==> src/logic/rco_pkg.sv <==
// constants, field layout and carrier types of the reference clock control
// assumes a single pclk domain and a 32-bit APB register bus
package rco_pkg;

    // ****************************************
    // bus and register map
    // ****************************************
    localparam int              RCO_ADDR_W   = 12;
    localparam int              RCO_DATA_W   = 32;
    localparam logic [11:0]     RCO_CTRL_OFF = 12'h000;

    // ****************************************
    // control register fields
    // ****************************************
    localparam int              RCO_DIV_LSB  = 16;
    localparam int              RCO_DIV_W    = 15;
    localparam int              RCO_ON_BIT   = 15;
    localparam int              RCO_STOP_IN_IDLE_BIT = 13;
    localparam int              RCO_OE_BIT   = 12;
    localparam int              RCO_RUN_IN_SLEEP_BIT = 11;
    localparam int              RCO_SWGO_BIT = 9;
    localparam int              RCO_ACT_BIT  = 8;
    localparam int              RCO_SEL_LSB  = 0;
    localparam int              RCO_SEL_W    = 4;
    localparam int              RCO_NSRC     = 16;
    // sources for which run-in-sleep has no say
    localparam logic [3:0]      RCO_SEL_NRS0 = 4'h0;
    localparam logic [3:0]      RCO_SEL_NRS1 = 4'h1;
    localparam logic [31:0]     RCO_RSVD_MSK = 32'h800044F0;
    localparam logic [14:0]     RCO_DIV_ONE  = 15'h0001;

    // ****************************************
    // types
    // ****************************************
    typedef enum logic [0:0] {
        RCO_SW_IDLE = 1'b0,
        RCO_SW_BUSY = 1'b1
    } rco_sw_t;

    typedef struct packed {
        logic        psel;
        logic        penable;
        logic        pwrite;
        logic [11:0] paddr;
        logic [31:0] pwdata;
    } rco_apb_req_t;

    typedef struct packed {
        logic [14:0] div;
        logic [3:0]  sel;
        logic        on;
        logic        stop_in_idle;
        logic        oe;
        logic        run_in_sleep;
        logic [14:0] div_pend;
        logic [3:0]  sel_pend;
        rco_sw_t     sw;
        logic [15:0] sync1;
        logic [15:0] sync2;
        logic        src_prev;
        logic [14:0] cnt;
        logic        clk_out;
        logic        pin;
        logic        pin_oe;
        logic        active;
        logic [31:0] prdata;
        logic        pready;
        logic        pslverr;
    } rco_state_t;

    // every field resets to zero
    localparam rco_state_t      RCO_STATE_RST = '0;

endpackage

==> src/logic/rco_top.sv <==
// reference clock output control: APB register, source select, divider,
// pin drive, idle/sleep gating and glitch-free divider switch
// assumes idle_mode/sleep_mode come from logic on pclk; source clocks are
// asynchronous and slower than pclk/2
//
// Overview of operation
// (RULE1) 15-bit divisor lives in control bits 30:16 and sets division ratio
// (RULE2) bit 15 enables the generator; resets to zero
// (RULE3) stop-in-idle bit 13 halts generator in Idle, else it keeps running
// (RULE4) pin-drive bit 12 puts the reference clock on the output pin
// (RULE5) run-in-sleep bit 11 keeps output running in Sleep, else stops it
// (RULE6) run-in-sleep ignored when source select is 0000 or 0001
// (RULE7) switch bit 9 reads one while switch runs; hardware clears it
// (RULE8) while enabled, divisor/source writes wait for the switch bit
// (RULE9) read-only bit 8 shows an active clock request
// (RULE10) software must not change divisor/source while request is active
// (RULE11) bits 31, 14, 10 and 7:4 always read zero
// (RULE12) output is source over twice divisor; divisor zero passes source
`timescale 1ns/1ps
`default_nettype none

module rco_top
    import rco_pkg::*;
(
    // clock and reset
    input  wire logic                  pclk,
    input  wire logic                  presetn,
    // apb slave
    input  wire rco_pkg::rco_apb_req_t apb_req,
    output logic [31:0]                prdata,
    output logic                       pready,
    output logic                       pslverr,
    // power modes and clock sources
    input  wire logic                  idle_mode,
    input  wire logic                  sleep_mode,
    input  wire logic [15:0]           src_clk_in,
    // reference clock outputs
    output logic                       ref_clk_out,
    output logic                       ref_clock_pin,
    output logic                       ref_clock_pin_oe
);
    import rco_pkg::*;

    // ****************************************
    // state
    // ****************************************
    rco_state_t  s;
    rco_state_t  n;
    logic        src_lvl;
    logic        halt;
    logic        sleep_stop;
    logic        acc;
    logic        hit;
    logic        wr;
    logic        div_last;
    logic [31:0] rd_word;

    // ****************************************
    // next state
    // ****************************************
    always_comb begin
        n = s;
        // sources are asynchronous: two flops before use
        n.sync1 = src_clk_in;
        n.sync2 = s.sync1;
        src_lvl = s.sync2[s.sel];
        n.src_prev = src_lvl;

        // (RULE6) source-dependent sleep gating
        sleep_stop = sleep_mode && (!s.run_in_sleep || s.sel == RCO_SEL_NRS0
                                    || s.sel == RCO_SEL_NRS1);
        // (RULE2) (RULE3) (RULE5) halt sources
        halt = !s.on || (idle_mode && s.stop_in_idle) || sleep_stop;

        // (RULE11) read word, unimplemented bits zero
        rd_word = '0;
        rd_word[RCO_DIV_LSB +: RCO_DIV_W] = s.div;
        rd_word[RCO_ON_BIT]   = s.on;
        rd_word[RCO_STOP_IN_IDLE_BIT] = s.stop_in_idle;
        rd_word[RCO_OE_BIT]   = s.oe;
        rd_word[RCO_RUN_IN_SLEEP_BIT] = s.run_in_sleep;
        // (RULE7) switch status read back
        rd_word[RCO_SWGO_BIT] = (s.sw == RCO_SW_BUSY);
        // (RULE9) request status read back
        rd_word[RCO_ACT_BIT]  = s.active;
        rd_word[RCO_SEL_LSB +: RCO_SEL_W] = s.sel;

        // apb: one wait state, answer from flops
        acc = apb_req.psel && apb_req.penable;
        hit = (apb_req.paddr == RCO_CTRL_OFF);
        wr  = acc && s.pready && apb_req.pwrite && !s.pslverr;
        n.pready  = 1'b0;
        n.pslverr = 1'b0;
        if (acc && !s.pready) begin
            n.pready  = 1'b1;
            n.pslverr = !hit;
            n.prdata  = hit ? rd_word : '0;
        end

        // (RULE12) divider: toggle every div source rising edges
        div_last = (s.cnt >= s.div - RCO_DIV_ONE);
        if (halt) begin
            n.clk_out = 1'b0;
            n.cnt     = '0;
        end else if (s.div == '0) begin
            n.clk_out = src_lvl;
        end else if (src_lvl && !s.src_prev) begin
            if (div_last) begin
                n.clk_out = !s.clk_out;
                n.cnt     = '0;
            end else begin
                n.cnt = s.cnt + RCO_DIV_ONE;
            end
        end

        // (RULE7) switch completes in the low phase or while halted, so no runt pulse
        if (s.sw == RCO_SW_BUSY && (!s.clk_out || halt)) begin
            n.div = s.div_pend;
            n.sel = s.sel_pend;
            n.cnt = '0;
            n.sw  = RCO_SW_IDLE;
        end

        if (wr) begin
            // (RULE2) enable and mode bits
            n.on   = apb_req.pwdata[RCO_ON_BIT];
            n.stop_in_idle = apb_req.pwdata[RCO_STOP_IN_IDLE_BIT];
            n.oe   = apb_req.pwdata[RCO_OE_BIT];
            n.run_in_sleep = apb_req.pwdata[RCO_RUN_IN_SLEEP_BIT];
            // (RULE1) divisor and source go to the shadow first
            n.div_pend = apb_req.pwdata[RCO_DIV_LSB +: RCO_DIV_W];
            n.sel_pend = apb_req.pwdata[RCO_SEL_LSB +: RCO_SEL_W];
            // (RULE8) while running, only the switch loads new values
            if (!s.on) begin
                n.div = apb_req.pwdata[RCO_DIV_LSB +: RCO_DIV_W];
                n.sel = apb_req.pwdata[RCO_SEL_LSB +: RCO_SEL_W];
            end
            // writing one starts a switch; writing zero is ignored
            if (apb_req.pwdata[RCO_SWGO_BIT]) begin
                n.sw = RCO_SW_BUSY;
            end
        end

        // (RULE9) request active while the generator runs
        n.active = !halt;
        // (RULE4) pin drive follows the output-enable bit
        n.pin_oe = s.oe;
        n.pin    = s.oe && s.clk_out;
    end

    // ****************************************
    // registers
    // ****************************************
    always_ff @(posedge pclk or negedge presetn) begin
        if (!presetn) begin
            s <= RCO_STATE_RST;
        end else begin
            s <= n;
        end
    end

    assign prdata           = s.prdata;
    assign pready           = s.pready;
    assign pslverr          = s.pslverr;
    assign ref_clk_out      = s.clk_out;
    assign ref_clock_pin    = s.pin;
    assign ref_clock_pin_oe = s.pin_oe;
endmodule

`default_nettype wire

==> config.mk <==
export PLATFORM = sky130hd
export DESIGN_NAME = rco_top
export DESIGN_NICKNAME = d
export VERILOG_FILES = /design/src/logic/rco_pkg.sv /design/src/logic/rco_top.sv
export SDC_FILE = /design/constraint.sdc
export NUM_CORES = 1
export LEC_CHECK = 0
export ABC_AREA = 1
export BUFFER_PORTS_ARGS = -buffer_cell sky130_fd_sc_hd__buf_2
export CORE_ASPECT_RATIO = 0.6
export CORE_MARGIN = 5
export CORE_UTILIZATION = 40
export CTS_BUF_LIST = sky130_fd_sc_hd__clkbuf_16
export CTS_CLUSTER_DIAMETER = 40
export DETAILED_ROUTE_END_ITERATION = 12
export GPL_TIMING_DRIVEN = 0
export PLACE_DENSITY = 0.71
export SLEW_MARGIN = 20
export SYNTH_ARGS = -nofsm -noshare
export SYNTH_HDL_FRONTEND = slang
export SYNTH_SLANG_ARGS = --single-unit
==> constraint.sdc <==
create_clock -name pclk -period 4.47 [get_ports pclk]
set_clock_uncertainty 0.2 [all_clocks]
set_input_delay 0 -clock pclk [delete_from_list [all_inputs] [get_ports pclk]]
set_output_delay 0 -clock pclk [all_outputs]
set_load 0.02 [all_outputs]
==> run summary, run 1 <==
The run finished with clean final reports. Port buffering added 88 buffers. The mapped netlist covers 5943 sq um.

The initial antenna violation count was 0; the arrival time of the worst setup path was 3.54 ns. The number of setup buffers added after CTS is 0. Layout overhead on the synthesized area: 32.13%. Setup total negative slack on the finished layout was measured at 0 ns. The synthesized instance count was 681; the number of cells in the design after placement was 974. The number of iterations in the first detailed-routing pass came out at 4. Wires add up to 15680 um. During synthesis, Yosys emitted a total of 0 warnings. The total power per unit cell area is 443.1 nW/um^2. The fraction of power spent switching nets was 0.3139. The share of total power in sequential cells was 0.388.

The critical path required time was 4.63 ns. The static leakage power came out at 0.004041 uW. IR analysis of the VDD net gives a maximum drop of 0.0001988 V. The internal power of the cells totals 2387 uW. The tools report the capturing element type of the critical path as a flop. The register bit count reported by yosys is 122. The average detailed-routed wire length per instance was 14.79 um. The register area share after synthesis was 0.5137; the height of the chip was 104.4 um. Counting I/O delays and the setup requirement, the final critical path takes 3.386 ns. The number of global-route vias before repair was 5155; the largest driver fanout on the critical path was 9. The floorplan step defined a die boundary enclosing 17480 sq um. The tree is rooted in a clkbuf_16.

Counting the fill cells in the layout gives 1249. For the initial core utilization, the log shows 0.4097. The mean post-synth cell area works out to 8.727 sq um.

For the clock latency at the later pin of the worst-skew pair, the log shows 0.42 ns. The portion of the clock cycle consumed by the worst path in the final layout works out to 0.7576. In the final design database the tool counted 933 nets. TritonCTS built the clock tree. The number of hold buffers added after CTS was 54. The count of endpoints failing hold in the final timing report was 0; the core box area was 14510 sq um. For the proportion of power drawn by the clock network, the log shows 0.412.

The detailed router finished its first iteration with 379 violations. Number of ports placed on the die boundary: 104. Summed over all nets, the switching power comes to 1092 uW. The tools report the max-slew headroom at the worst pin as 0.6501. The post-cts gate resize count is 0, and the layout cell share with drive strength beyond 1 is 0.2135. CTS built an H-tree with a depth of 4.

Setup repair after global routing left no endpoint under its margin. In this run, CTS created clock tree buffers numbering 17. For the number of standard cells in the layout, taps in and fillers out, the log shows 1060. For this run, design rule violations remaining after detail routing come to 0.

STA classifies the critical path startpoint as a flop. The total track usage came out at 0.1880. The number of distinct library cells after synthesis is 36. The final setup violation count came out at 0. The share of the core filled with cells was 0.5413; the final-report max-slew violation count was 0. The count of standard-cell rows came out at 34. The largest area contributor in the netlist was dfrtp_1. At the end of routability-driven placement, the weighted congestion stood at 0.8454. Clock tree synthesis found a total of 122 sinks. The total overflow left after global routing is 0. The worst setup path is of the reg2reg kind. The repair_antennas step left the layout with diodes totalling 0.

For the pin with the worst max-slew slack, the measured transition is 0.5248 ns. The detail route stage leaves a number of antenna-violating nets equal to 0. Yosys attributes the largest share of cell area to dfrtp_1 51%, nand2_1 11%, buf_4 4.2%, inv_1 4.0%, o21ai_0 3.9%. The combinational cell fraction of total power is 0.200, and the pin count of the biggest net entering global routing is 80. In this run the cell area measured after placement is 6688 sq um. In this run the worst hold path is classified as in2reg. The tools report the number of vias in the routed layout as 5082.

The buffer depth of the longest clock path came out at 2. The worst setup slack for register-to-register paths is 1.08 ns, and the vias per cell is 4.794. The share of the synthesized area in the top cell type works out to 0.5137.

The tools report the detailed-placement wirelength estimate as 10480 um. Timing would allow up to 295.3 MHz. After routing the design area is 7853 sq um.

The first global-routing pass estimated 26520 um of wire. Across the run, the number of max-cap violations was 0. Clock-pin slew was measured on the worst setup and hold paths at 0.06 ns.

The width of the die works out to 167.4 um.
-- stage by stage --
step	setup slack, ns	hold slack, ns	power, uW
5_1_grt	0.7762	0.01338	3669
4_1_cts	1.110	0.006399	3483
3_3_place_gp	1.145	-0.09207	1982
3_5_place_dp	1.123	-0.2458	2005
6_report	1.084	0.01740	3480
2_1_floorplan	1.677	-0.4956	1789
-- sequential cells by signal (all words and copies together) (netlist names), 17 cells and up --
signal,flops
prdata,25
n,17
s,51
rd_word,24
-- layout make-up --
type	count	area [sq um]	share of cell area
Timing Repair Buffer	143	1025	0.1305
Buffer	54	365.4	0.04653
Tap cell	198	247.7	0.03155
Clock inverter	15	188.9	0.02406
Multi-Input combinational cell	445	2300	0.2929
Sequential cell	122	3053	0.3888
Clock buffer	17	425.4	0.05417
Inverter	66	247.7	0.03155
-- cells in the mapped netlist --
master    instances
xor2_1           18
nand3_1          36
a21boi_0          2
nand3b_1          1
o22ai_1          19
inv_2             2
buf_2             7
o31ai_1           9
clkbuf_1         10
a21o_1            1
or3_1             1
buf_6             4
o21ai_1          10
mux2_2            4
conb_1            1
nor2_4            4
nand3_4           2
nand2_4           1
nor2_2            1
clkinv_1          1
and3_1            2
a21oi_4           1
a21oi_1           5
nand2_2           4
a31oi_1           1
xnor2_1           5
nand4_1           2
o21ai_0          46
dfrtp_1         122
buf_4            33
nor2_1           61
nor3_1            4
inv_1            63
ha_1             17
nand2_1         178
nor4_1            3
-- layout by cell type (no fill, tap or decap), drive strengths merged, types with 3 or more instances in the layout --
cell type / Yosys / layout
ha: 17 / 17
o31ai: 9 / 9
xor2: 18 / 18
dfrtp: 122 / 122
dlygate4sd3: 0 / 53
nor2: 66 / 66
nor4: 3 / 3
conb: 1 / 7
bufinv: 0 / 3
nor3: 4 / 4
buf: 44 / 134
o21ai: 56 / 56
mux2: 4 / 4
clkbuf: 10 / 27
inv: 65 / 72
nand3: 38 / 38
o22ai: 19 / 19
a21oi: 6 / 6
xnor2: 5 / 5
nand2: 183 / 183
clkinv: 1 / 4
-- worst paths after layout --
path                                      from    end  depth (start not counted)
worst max-delay path               rd_word[16]  s[38]                         18
worst min-delay path            src_clk_in[12]  n[66]                          2
max in group asynchronous              presetn  n[35]                          4
worst min register to register           n[60]  s[60]                          0
worst max register to register     rd_word[16]  s[38]                         18
min in group asynchronous              presetn  s[69]                          4
-- power by group through the flow --
stage	clock network [uW]	registers (uW)	logic, uW
2_1_floorplan	0	1330	461
3_5_place_dp	0	1360	643
4_1_cts	1440	1350	692
6_report	1430	1350	696
5_1_grt	1500	1370	802
3_3_place_gp	0	1360	623
-- critical path, stage by stage (launching register included) --
cell,delay [ns]
dfrtp_1,0.41
inv_1,0.11
ha_1,0.24
nand2_1,0.14
nor2_4,0.16
nand2_2,0.09
nor2_4,0.13
nand2_2,0.10
a21boi_0,0.15
ha_1,0.31
nand2_1,0.08
inv_1,0.04
a21oi_1,0.14
o21ai_0,0.09
nor2_1,0.31
nand3_4,0.23
nor2_4,0.25
nand2_1,0.08
nand2_1,0.06
-- layer usage --
| layer | share of wire | GRT usage | up-vias | routed length [um] |
|---|---|---|---|---|
| li1 | - | - | 2484 | - |
| met1 | 0.49 | 0.2731 | 2377 | 7637 |
| met2 | 0.41 | 0.2654 | 199 | 6383 |
| met3 | 0.092 | 0.06191 | 22 | 1446 |
| met4 | 0.014 | 0.05790 | 0 | 212 |
| met5 | 0 | 0 | - | 0 |
-- logic make-up after synthesis --
| group | synth area share |
|---|---|
| other cells | 0.0006310 |
| xor+xnor | 0.03389 |
| flops | 0.5137 |
| mux | 0.007578 |
| buf+inv | 0.1032 |
| simple gates | 0.2149 |
| fa+ha+maj | 0.03579 |
| compound gates | 0.09031 |
(Power assumes the default switching activity.)
==> inputs of run 2 (changes only) <==
ABC_AREA = 0   (was 1)
PLACE_DENSITY = 0.74   (was 0.71)
clock period = 3.1 ns   (was 4.47 ns; I/O delays follow)
==> run summary, run 2 <==
Simple-gate area share of the yosys netlist: 0.1296 (-0.08533). The register bit count reported by yosys works out to 122 (unchanged). The run gives -0.4853 ns (-1.609 ns) as the setup slack at placement. The final weighted congestion in routability-driven placement came out at 0.8583 (+1.5%). The number of cells in the design after placement is 799 (-18%), and the mux share of post-synthesis cell area is 0.1016 (+0.09398).

The tools report the wire length of the first global-routing pass as 23490 um (-11%). The initial core utilization was 0.4098 (about the same); the height of the chip was 101.8 um (-2.5%). The number of input and output port buffers inserted was 88 (unchanged); the maximum clock frequency was 327.8 MHz (+11%). The tools report the arrival time of the worst setup path as 3.18 ns (-0.36 ns).

The share of the synthesized area in the top cell type came out at 0.5434 (+0.02975). The run gives 332 (-12%) as the number of DRC markers in iteration 0. The layout cell share with drive strength beyond 1 is 0.3376 (+0.1242), and the share of total power in sequential cells is 0.396 (+0.008). Leaving out fill and tap cells, the most frequent cell in the layout is dfrtp_1. The internal cell power was 3631 uW (+52%); the summed instance area of the synthesized netlist was 5618 sq um (-5.5%).

The width of the die works out to 163.0 um (-2.6%). By instance count, the leading cell after synthesis is dfrtp_1. The actual slew at the worst max-slew pin was 0.6747 ns (+0.1499 ns). The number of standard cells in the layout, taps in and fillers out was 891 (-16%); the sum of routed wire length over all layers was 14740 um (-6.0%). STA classifies the critical path startpoint as a flop.

Largest driver fanout on the critical path: 5 (-4). The library cells used most frequently in the layout, excluding fill and tap cells, are 113 x dfrtp_1, 88 x buf_2, 80 x nand2_1. The peak per-stage delay on the critical path was 0.52 ns (+0.11 ns).

The met1 wire length came out at 6965 um (-8.8%). The register name with the most flops was s. The pin count of the biggest net entering global routing is 63 (-21%), and the flip-flop count of the largest register after layout is 51 (unchanged).

The number of buffers created by CTS came out at 17 (unchanged). The tools report the total net switching power as 1601 uW (+47%). The logs give 0 (unchanged) for the remaining global-route overflow and 0 ns (unchanged) for the setup TNS. The tools report the total number of nets in the final design as 772 (-17%). For the number of antenna repair diodes, the log shows 0 (unchanged). The tools report the buffer depth of the longest clock path as 2 (unchanged). The number of iterations in the first detailed-routing pass was 7 (+3); the fraction of power spent switching nets was 0.3059 (-0.007915).

The tools report the initial antenna violation count as 0 (unchanged). Walking the worst path, the cells encountered are nor3_4 > buf_4 > nand3_4 > nor2b_2 > xnor2_1 > ha_1 > a211oi_2 > nor2_1 > nor2_2 > nand4_4 > or4_4 > o211ai_2. Cell type of the slowest stage on the worst timing path: or4_4.

For the max-slew headroom at the worst pin, the log shows 0.5481 (-0.1021). The average detailed-routed wire length per instance is 16.54 um (+12%), and the slack of the critical path is 0.04959 ns (-1.034 ns). dfrtp_1 takes more of the synthesized area than any other cell. The run gives 16590 sq um (-5.1%) as the floorplan die area. The vias per cell came out at 4.971 (+3.7%). The combinational cell fraction of total power came out at 0.255 (+0.055). The critical path required time is 3.23 ns (-1.40 ns).

The peak supply drop is 0.0003930 V (+98%), and the async set-or-reset flop fraction in the synthesized netlist is 1.000 (unchanged). The adder-cell share of the synthesized area works out to 0.03786 (+0.002072). TritonCTS built the clock tree. The count of antenna-violating nets left after detailed routing came out at 0 (unchanged). The number of sinks handled by clock tree synthesis was 122 (unchanged); the max-capacitance violation count was 0 (unchanged).

The proportion of power drawn by the clock network is 0.349 (-0.063). Length of routed met3 wiring: 1167 um (-19%). Signal routing reaches up to met4. The count of standard-cell rows was 33 (-2.9%). The number of ports placed on the die boundary was 104 (unchanged); the clock latency at the later pin of the worst-skew pair was 0.41 ns (about the same).

The run gives 0 (unchanged) as the final routed DRC violation total. The number of distinct library cells after synthesis is 49 (+36%). The top flip-flop cell by instance count after synthesis was dfrtp_1. The mean post-synth cell area works out to 10.97 sq um (+26%). The count of buffer and inverter cells on the critical path is 1 (-1).

The clock transition at the register clock pins on the worst setup and hold paths after CTS was 0.05 ns (about the same); the register area share after synthesis was 0.5434 (+0.02975). The number of enable-type register cells in the synthesized netlist was 0 (unchanged); the detailed-placement wirelength estimate was 10360 um (-1.1%). The tools report the final-report max-slew violation count as 0 (unchanged). By count the netlist is led by 122 x dfrtp_1, 81 x nand2_1, 35 x o21ai_0. The tools report the final non-filler cell area as 7665 sq um (-2.4%). The worst setup path is captured at a flop. The tools report the cell area reported after detailed placement as 6355 sq um (-5.0%). The final setup violation count was 0 (unchanged). The CTS H-tree depth came out at 4 (unchanged).

Sorting the synthesized cells by area gives the leading types as dfrtp_1 54%, nand2_1 5.4%, mux2_2 4.8%, buf_4 4.5%, ha_1 3.8%. The flow ran to the end, and the final reports show no timing, DRC or antenna violations. For the number of vias in the routed layout, the log shows 4429 (-13%). The run gives 0.003721 uW (-7.9%) as the static leakage power. The root buffer cell chosen for the clock tree is clkbuf_16. Total power per unit cell area: 682.6 nW/um^2 (+54%). The compound-cell area share of the yosys netlist works out to 0.1000 (+0.009684). The clock period minus worst slack is 3.050 ns (-0.3359 ns). The tools report the count of endpoints failing hold in the final timing report as 0 (unchanged). Xor/xnor cell area share of the yosys netlist: 0.02027 (-0.01363). The tools report the number of global-route vias before repair as 4448 (-14%). For the total track usage, the log shows 0.1828 (-0.005172).

Relative to the synthesized area, the layout overhead comes to 36.44%. In this run the worst hold path is classified as in2reg. The tools report the routed length on met2 as 6479 um (+1.5%). For the synthesized instance count, the log shows 512 (-25%). The portion of the clock cycle consumed by the worst path in the final layout is 0.9840 (+0.2264). Kind of cell with the highest combined delay on the critical path: simple AND/OR/NAND/NOR gates.

For the number of warning messages in the yosys log, the log shows 0 (unchanged). Largest family of logic cells by synthesized area: simple AND/OR/NAND/NOR gates. The worst setup path is of the reg2reg kind. The core box area was 13710 sq um (-5.5%).
## run 2: power groups by stage
stage	Clock [uW]	Combinational, uW	Sequential (uW)
global route	1940	1460	2090
detailed placement	0	1060	2070
floorplan	0	766	1970
CTS	1860	1150	2060
finish	1830	1330	2070
global placement	0	1010	2050
## run 2: layer usage
| metal | track usage | vias up |
|---|---|---|
| met4 | 0.05026 | 0 |
| met5 | 0 | - |
| met3 | 0.05531 | 10 |
| met1 | 0.2604 | 2158 |
| li1 | - | 2110 |
| met2 | 0.2736 | 151 |
## run 2: cell families (layout without fill, tap and decap cells)
family / Yosys count / in the layout
multiplexers: 49 / 49
other: 1 / 7
buffers and inverters: 63 / 244
flip-flops: 122 / 122
AND/OR/NAND/NOR: 157 / 157
XOR/XNOR: 13 / 13
adder cells (fa/ha/maj): 17 / 17
AO/OA/AOI/OAI: 90 / 90
## run 2: final timing paths
check / from / end / slack, ns / cells past startpoint
worst max-delay path: rd_word[20] / s[50] / 0.05 / 12
worst min-delay path: src_clk_in[9] / n[63] / 0.03 / 2
worst max register to register: rd_word[20] / s[50] / 0.05 / 12
worst min register to register: n[65] / s[65] / 0.15 / 0
max in group asynchronous: presetn / ref_clk_out / 1.94 / 4
min in group asynchronous: presetn / rd_word[22] / 0.48 / 4
## run 2: what timing repair did
action                     CTS  global route
cloned                       0             0
hold endpoints to repair   184             4
pin swaps                    3             9
buffers inserted             2            16
gates resized for setup     16            28
hold buffers                45             1
setup endpoints to repair   16            15
## run 2: cell type report
class,count,area (sq um)
fillers,1187,6043
flip-flops and latches,122,3064
multi-input cells,333,2361
repair buffers,152,1077
clock buffers,17,425.4
plain buffers,52,344.1
well taps,192,240.2
clock inverters,13,115.1
inverters,10,37.54
## run 2: metrics by stage
stage	util	total power [uW]	hold WS, ns
floorplan	-	2737	-0.4956
global placement	0.4611	3062	-0.09164
detailed placement	0.4636	3125	-0.1672
CTS	0.5428	5072	0.009297
global route	0.5591	5491	0.01892
finish	0.5591	5232	0.03167
==> inputs of run 3 (changes only) <==
CORE_UTILIZATION = 50   (was 40)
PLACE_DENSITY = 0.87   (was 0.74)
==> run summary, run 3 (synthesized netlist as in run 2, its figures left out) <==
The arrival time of the worst setup path is 3.30 ns (+0.12 ns), and the count of standard-cell rows is 30 (-9.1%). The flip-flop count of the largest register after layout is 51 (unchanged), and the share of total power in sequential cells is 0.379 (-0.017). The number of input and output port buffers inserted was 88 (unchanged); the number of global-route vias before repair was 4914 (+10%). The number of buffers created by CTS was 17 (unchanged). Internal cell power: 3752 uW (+3.3%).

The cell family contributing the most delay on the critical path is simple AND/OR/NAND/NOR gates. The signal on the critical path passes through nor3_4 > and3_4 > nand2_4 > nor4_4 > xnor2_1 > ha_1 > a211oi_2 > nor2_1 > nor2_2 > nand4_4 > buf_4 > or4_4 > o211ai_2. The initial antenna violation count was 0 (unchanged). The most common cell after layout, fill and taps aside is dfrtp_1.

For the count of endpoints failing hold in the final timing report, the log shows 0 (unchanged). The clock transition at the register clock pins on the worst setup and hold paths after CTS was 0.06 ns (about the same). The CTS H-tree depth is 4 (unchanged), and the proportion of power drawn by the clock network is 0.367 (+0.018). The total number of nets in the final design is 773 (+0.13%). The critical path required time is 3.24 ns (about the same). The tools report the final-layout fill cell count as 758 (-36%). The largest driver fanout on the critical path works out to 3 (-2). Capturing element type of the critical path: a flop.

Static leakage power: 0.003751 uW (+0.82%). The count of buffer and inverter cells on the critical path came out at 1 (unchanged). The final weighted congestion in routability-driven placement came out at 0.8873 (+3.4%).

The tools report the number of iterations in the first detailed-routing pass as 6 (-1). The fraction of power spent switching nets is 0.3218 (+0.01588). Counting flops per register, the top entry is s.

The final-report max-slew violation count was 0 (unchanged). For the max-slew headroom at the worst pin, the log shows 0.5675 (+0.01938). Peak per-stage delay on the critical path: 0.44 ns (-0.08 ns). The floorplan die area was 13530 sq um (-18%). The logs give 0 (unchanged) for the max-capacitance violation count and -0.3168 ns (+0.1685 ns) for the setup slack at placement.

Setup repair after global routing could not meet its margin everywhere. Final routed DRC violation total: 0 (unchanged). The vias per cell works out to 5.645 (+14%). The tightest min-delay check is of the in2reg type.

Layout cell share with drive strength beyond 1: 0.3533 (+0.01565). The number of antenna repair diodes came out at 0 (unchanged). The cell type of the slowest stage on the worst timing path was dfrtp_2. The critical path start-end classification is reg2reg.

The run gives 0.42 ns (about the same) as the clock latency at the later pin of the worst-skew pair. The area growth from synthesis to layout is 37.35%. Total power per unit cell area: 716.9 nW/um^2 (+5.0%). The tree is rooted in a clkbuf_16.

The logs give 489 (+47%) for the number of DRC markers in iteration 0 and 0.01706 ns (-0.01462 ns) for the hold slack. The tools report the initial core utilization as 0.5039 (+0.09411). The remaining global-route overflow was 0 (unchanged). The final reports fail on setup timing. Slack of the critical path: -0.06064 ns (-0.1102 ns).

The width of the die was 146.8 um (-9.9%); the actual slew at the worst max-slew pin was 0.6458 ns (-0.02893 ns). The height of the chip is 92.11 um (-9.5%). Sum of routed wire length over all layers: 16750 um (+14%). The average detailed-routed wire length per instance is 19.80 um (+20%).

The total net switching power came out at 1780 uW (+11%). The run gives 0.254 (about the same) as the combinational cell fraction of total power. The run finished, with violations left.

The core box area came out at 11150 sq um (-19%). Buffer depth of the longest clock path: 2 (unchanged). For the number of ports placed on the die boundary, the log shows 104 (unchanged). The clock period minus worst slack is 3.161 ns (+0.1102 ns). For the peak supply drop, the log shows 0.0006417 V (+63%).

The final setup violation count was 10 (+10); the total track usage was 0.2453 (+0.06247). The portion of the clock cycle consumed by the worst path in the final layout was 1.020 (+0.03556). In the layout the commonest cells are 111 x dfrtp_1, 88 x buf_2, 80 x nand2_1. TritonCTS built the clock tree. The pin count of the biggest net entering global routing is 73 (+16%), and the number of sinks handled by clock tree synthesis is 122 (unchanged). Maximum clock frequency: 316.4 MHz (-3.5%). The run gives 0 (unchanged) as the count of antenna-violating nets left after detailed routing. The number of vias in the routed layout came out at 4776 (+7.8%). For the detailed-placement wirelength estimate, the log shows 10170 um (-1.9%). STA classifies the critical path startpoint as a flop.

The run gives 25450 um (+8.3%) as the wire length of the first global-routing pass.
-- run 3: cell count changes in the layout (fill, tap and decap cells not counted), sizes merged --
cell	delta
buf	+1
clkinv	-1
bufinv	+1
inv	+1
clkinvlp	+1
-- run 3: worst register-to-register path, delay by kind of cell, from the launching register on --
kind | cells | cell delay, ns
compound gates | 2 | 0.30
xor+xnor | 1 | 0.12
fa+ha+maj | 1 | 0.27
buf+inv | 1 | 0.17
flops | 1 | 0.44
simple gates | 8 | 1.60
-- run 3: cell type report --
type	count	area, sq um	area share
Buffer	52	347.8	0.04508
Clock buffer	17	425.4	0.05513
Clock inverter	15	175.2	0.02270
Inverter	10	37.54	0.004865
Multi-Input combinational cell	333	2376	0.3079
Sequential cell	122	3067	0.3974
Tap cell	144	180.2	0.02335
Timing Repair Buffer	153	1107	0.1435
-- run 3: timing repair --
item	CTS	global route
pin swaps	5	24
resized for setup	21	43
setup buffers	5	13
gates cloned	0	1
hold endpoints to repair	184	0
hold buffers	45	0
endpoints found under the setup margin	16	16
-- run 3: power by group through the flow --
| stage | clock, uW | combinational, uW | sequential [uW] |
|---|---|---|---|
| 6_report | 2030 | 1410 | 2100 |
| 5_1_grt | 2120 | 1510 | 2110 |
| 4_1_cts | 2030 | 1220 | 2050 |
| 3_5_place_dp | 0 | 1060 | 2070 |
| 3_3_place_gp | 0 | 1000 | 2040 |
| 2_1_floorplan | 0 | 766 | 1970 |
-- run 3: per-stage QoR --
step / utilization / total power (uW) / instances / cell area [sq um] / setup TNS (ns)
after CTS: 0.6723 / 5306 / 833 / 7495 / 0
after global placement: 0.5616 / 3048 / 750 / 6261 / -2.925
final: 0.6921 / 5532 / 846 / 7716 / -0.3025
after global routing: 0.6921 / 5748 / 846 / 7716 / -2.210
after floorplan: - / 2737 / 518 / 5640 / 0
after detailed placement: 0.5646 / 3128 / 751 / 6295 / -3.530
-- run 3: worst paths after layout --
check | startpoint | to | slack [ns] | cells after the start
max reg2reg | rd_word[19] | s[50] | -0.06 | 13
min in group asynchronous | presetn | s[98] | 0.47 | 4
max | rd_word[19] | s[50] | -0.06 | 13
min | src_clk_in[5] | n[59] | 0.02 | 2
min reg2reg | n[64] | s[64] | 0.15 | 0
max in group asynchronous | presetn | s[54] | 1.89 | 4
-- run 3: metal layers --
metal  track usage  part of all wire  vias to the layer above
li1              -                 -                     2105
met1        0.3157              0.40                     2315
met2        0.3857              0.47                      293
met3       0.07852             0.097                       63
met4        0.1017             0.033                        0
met5             0                 0                        -
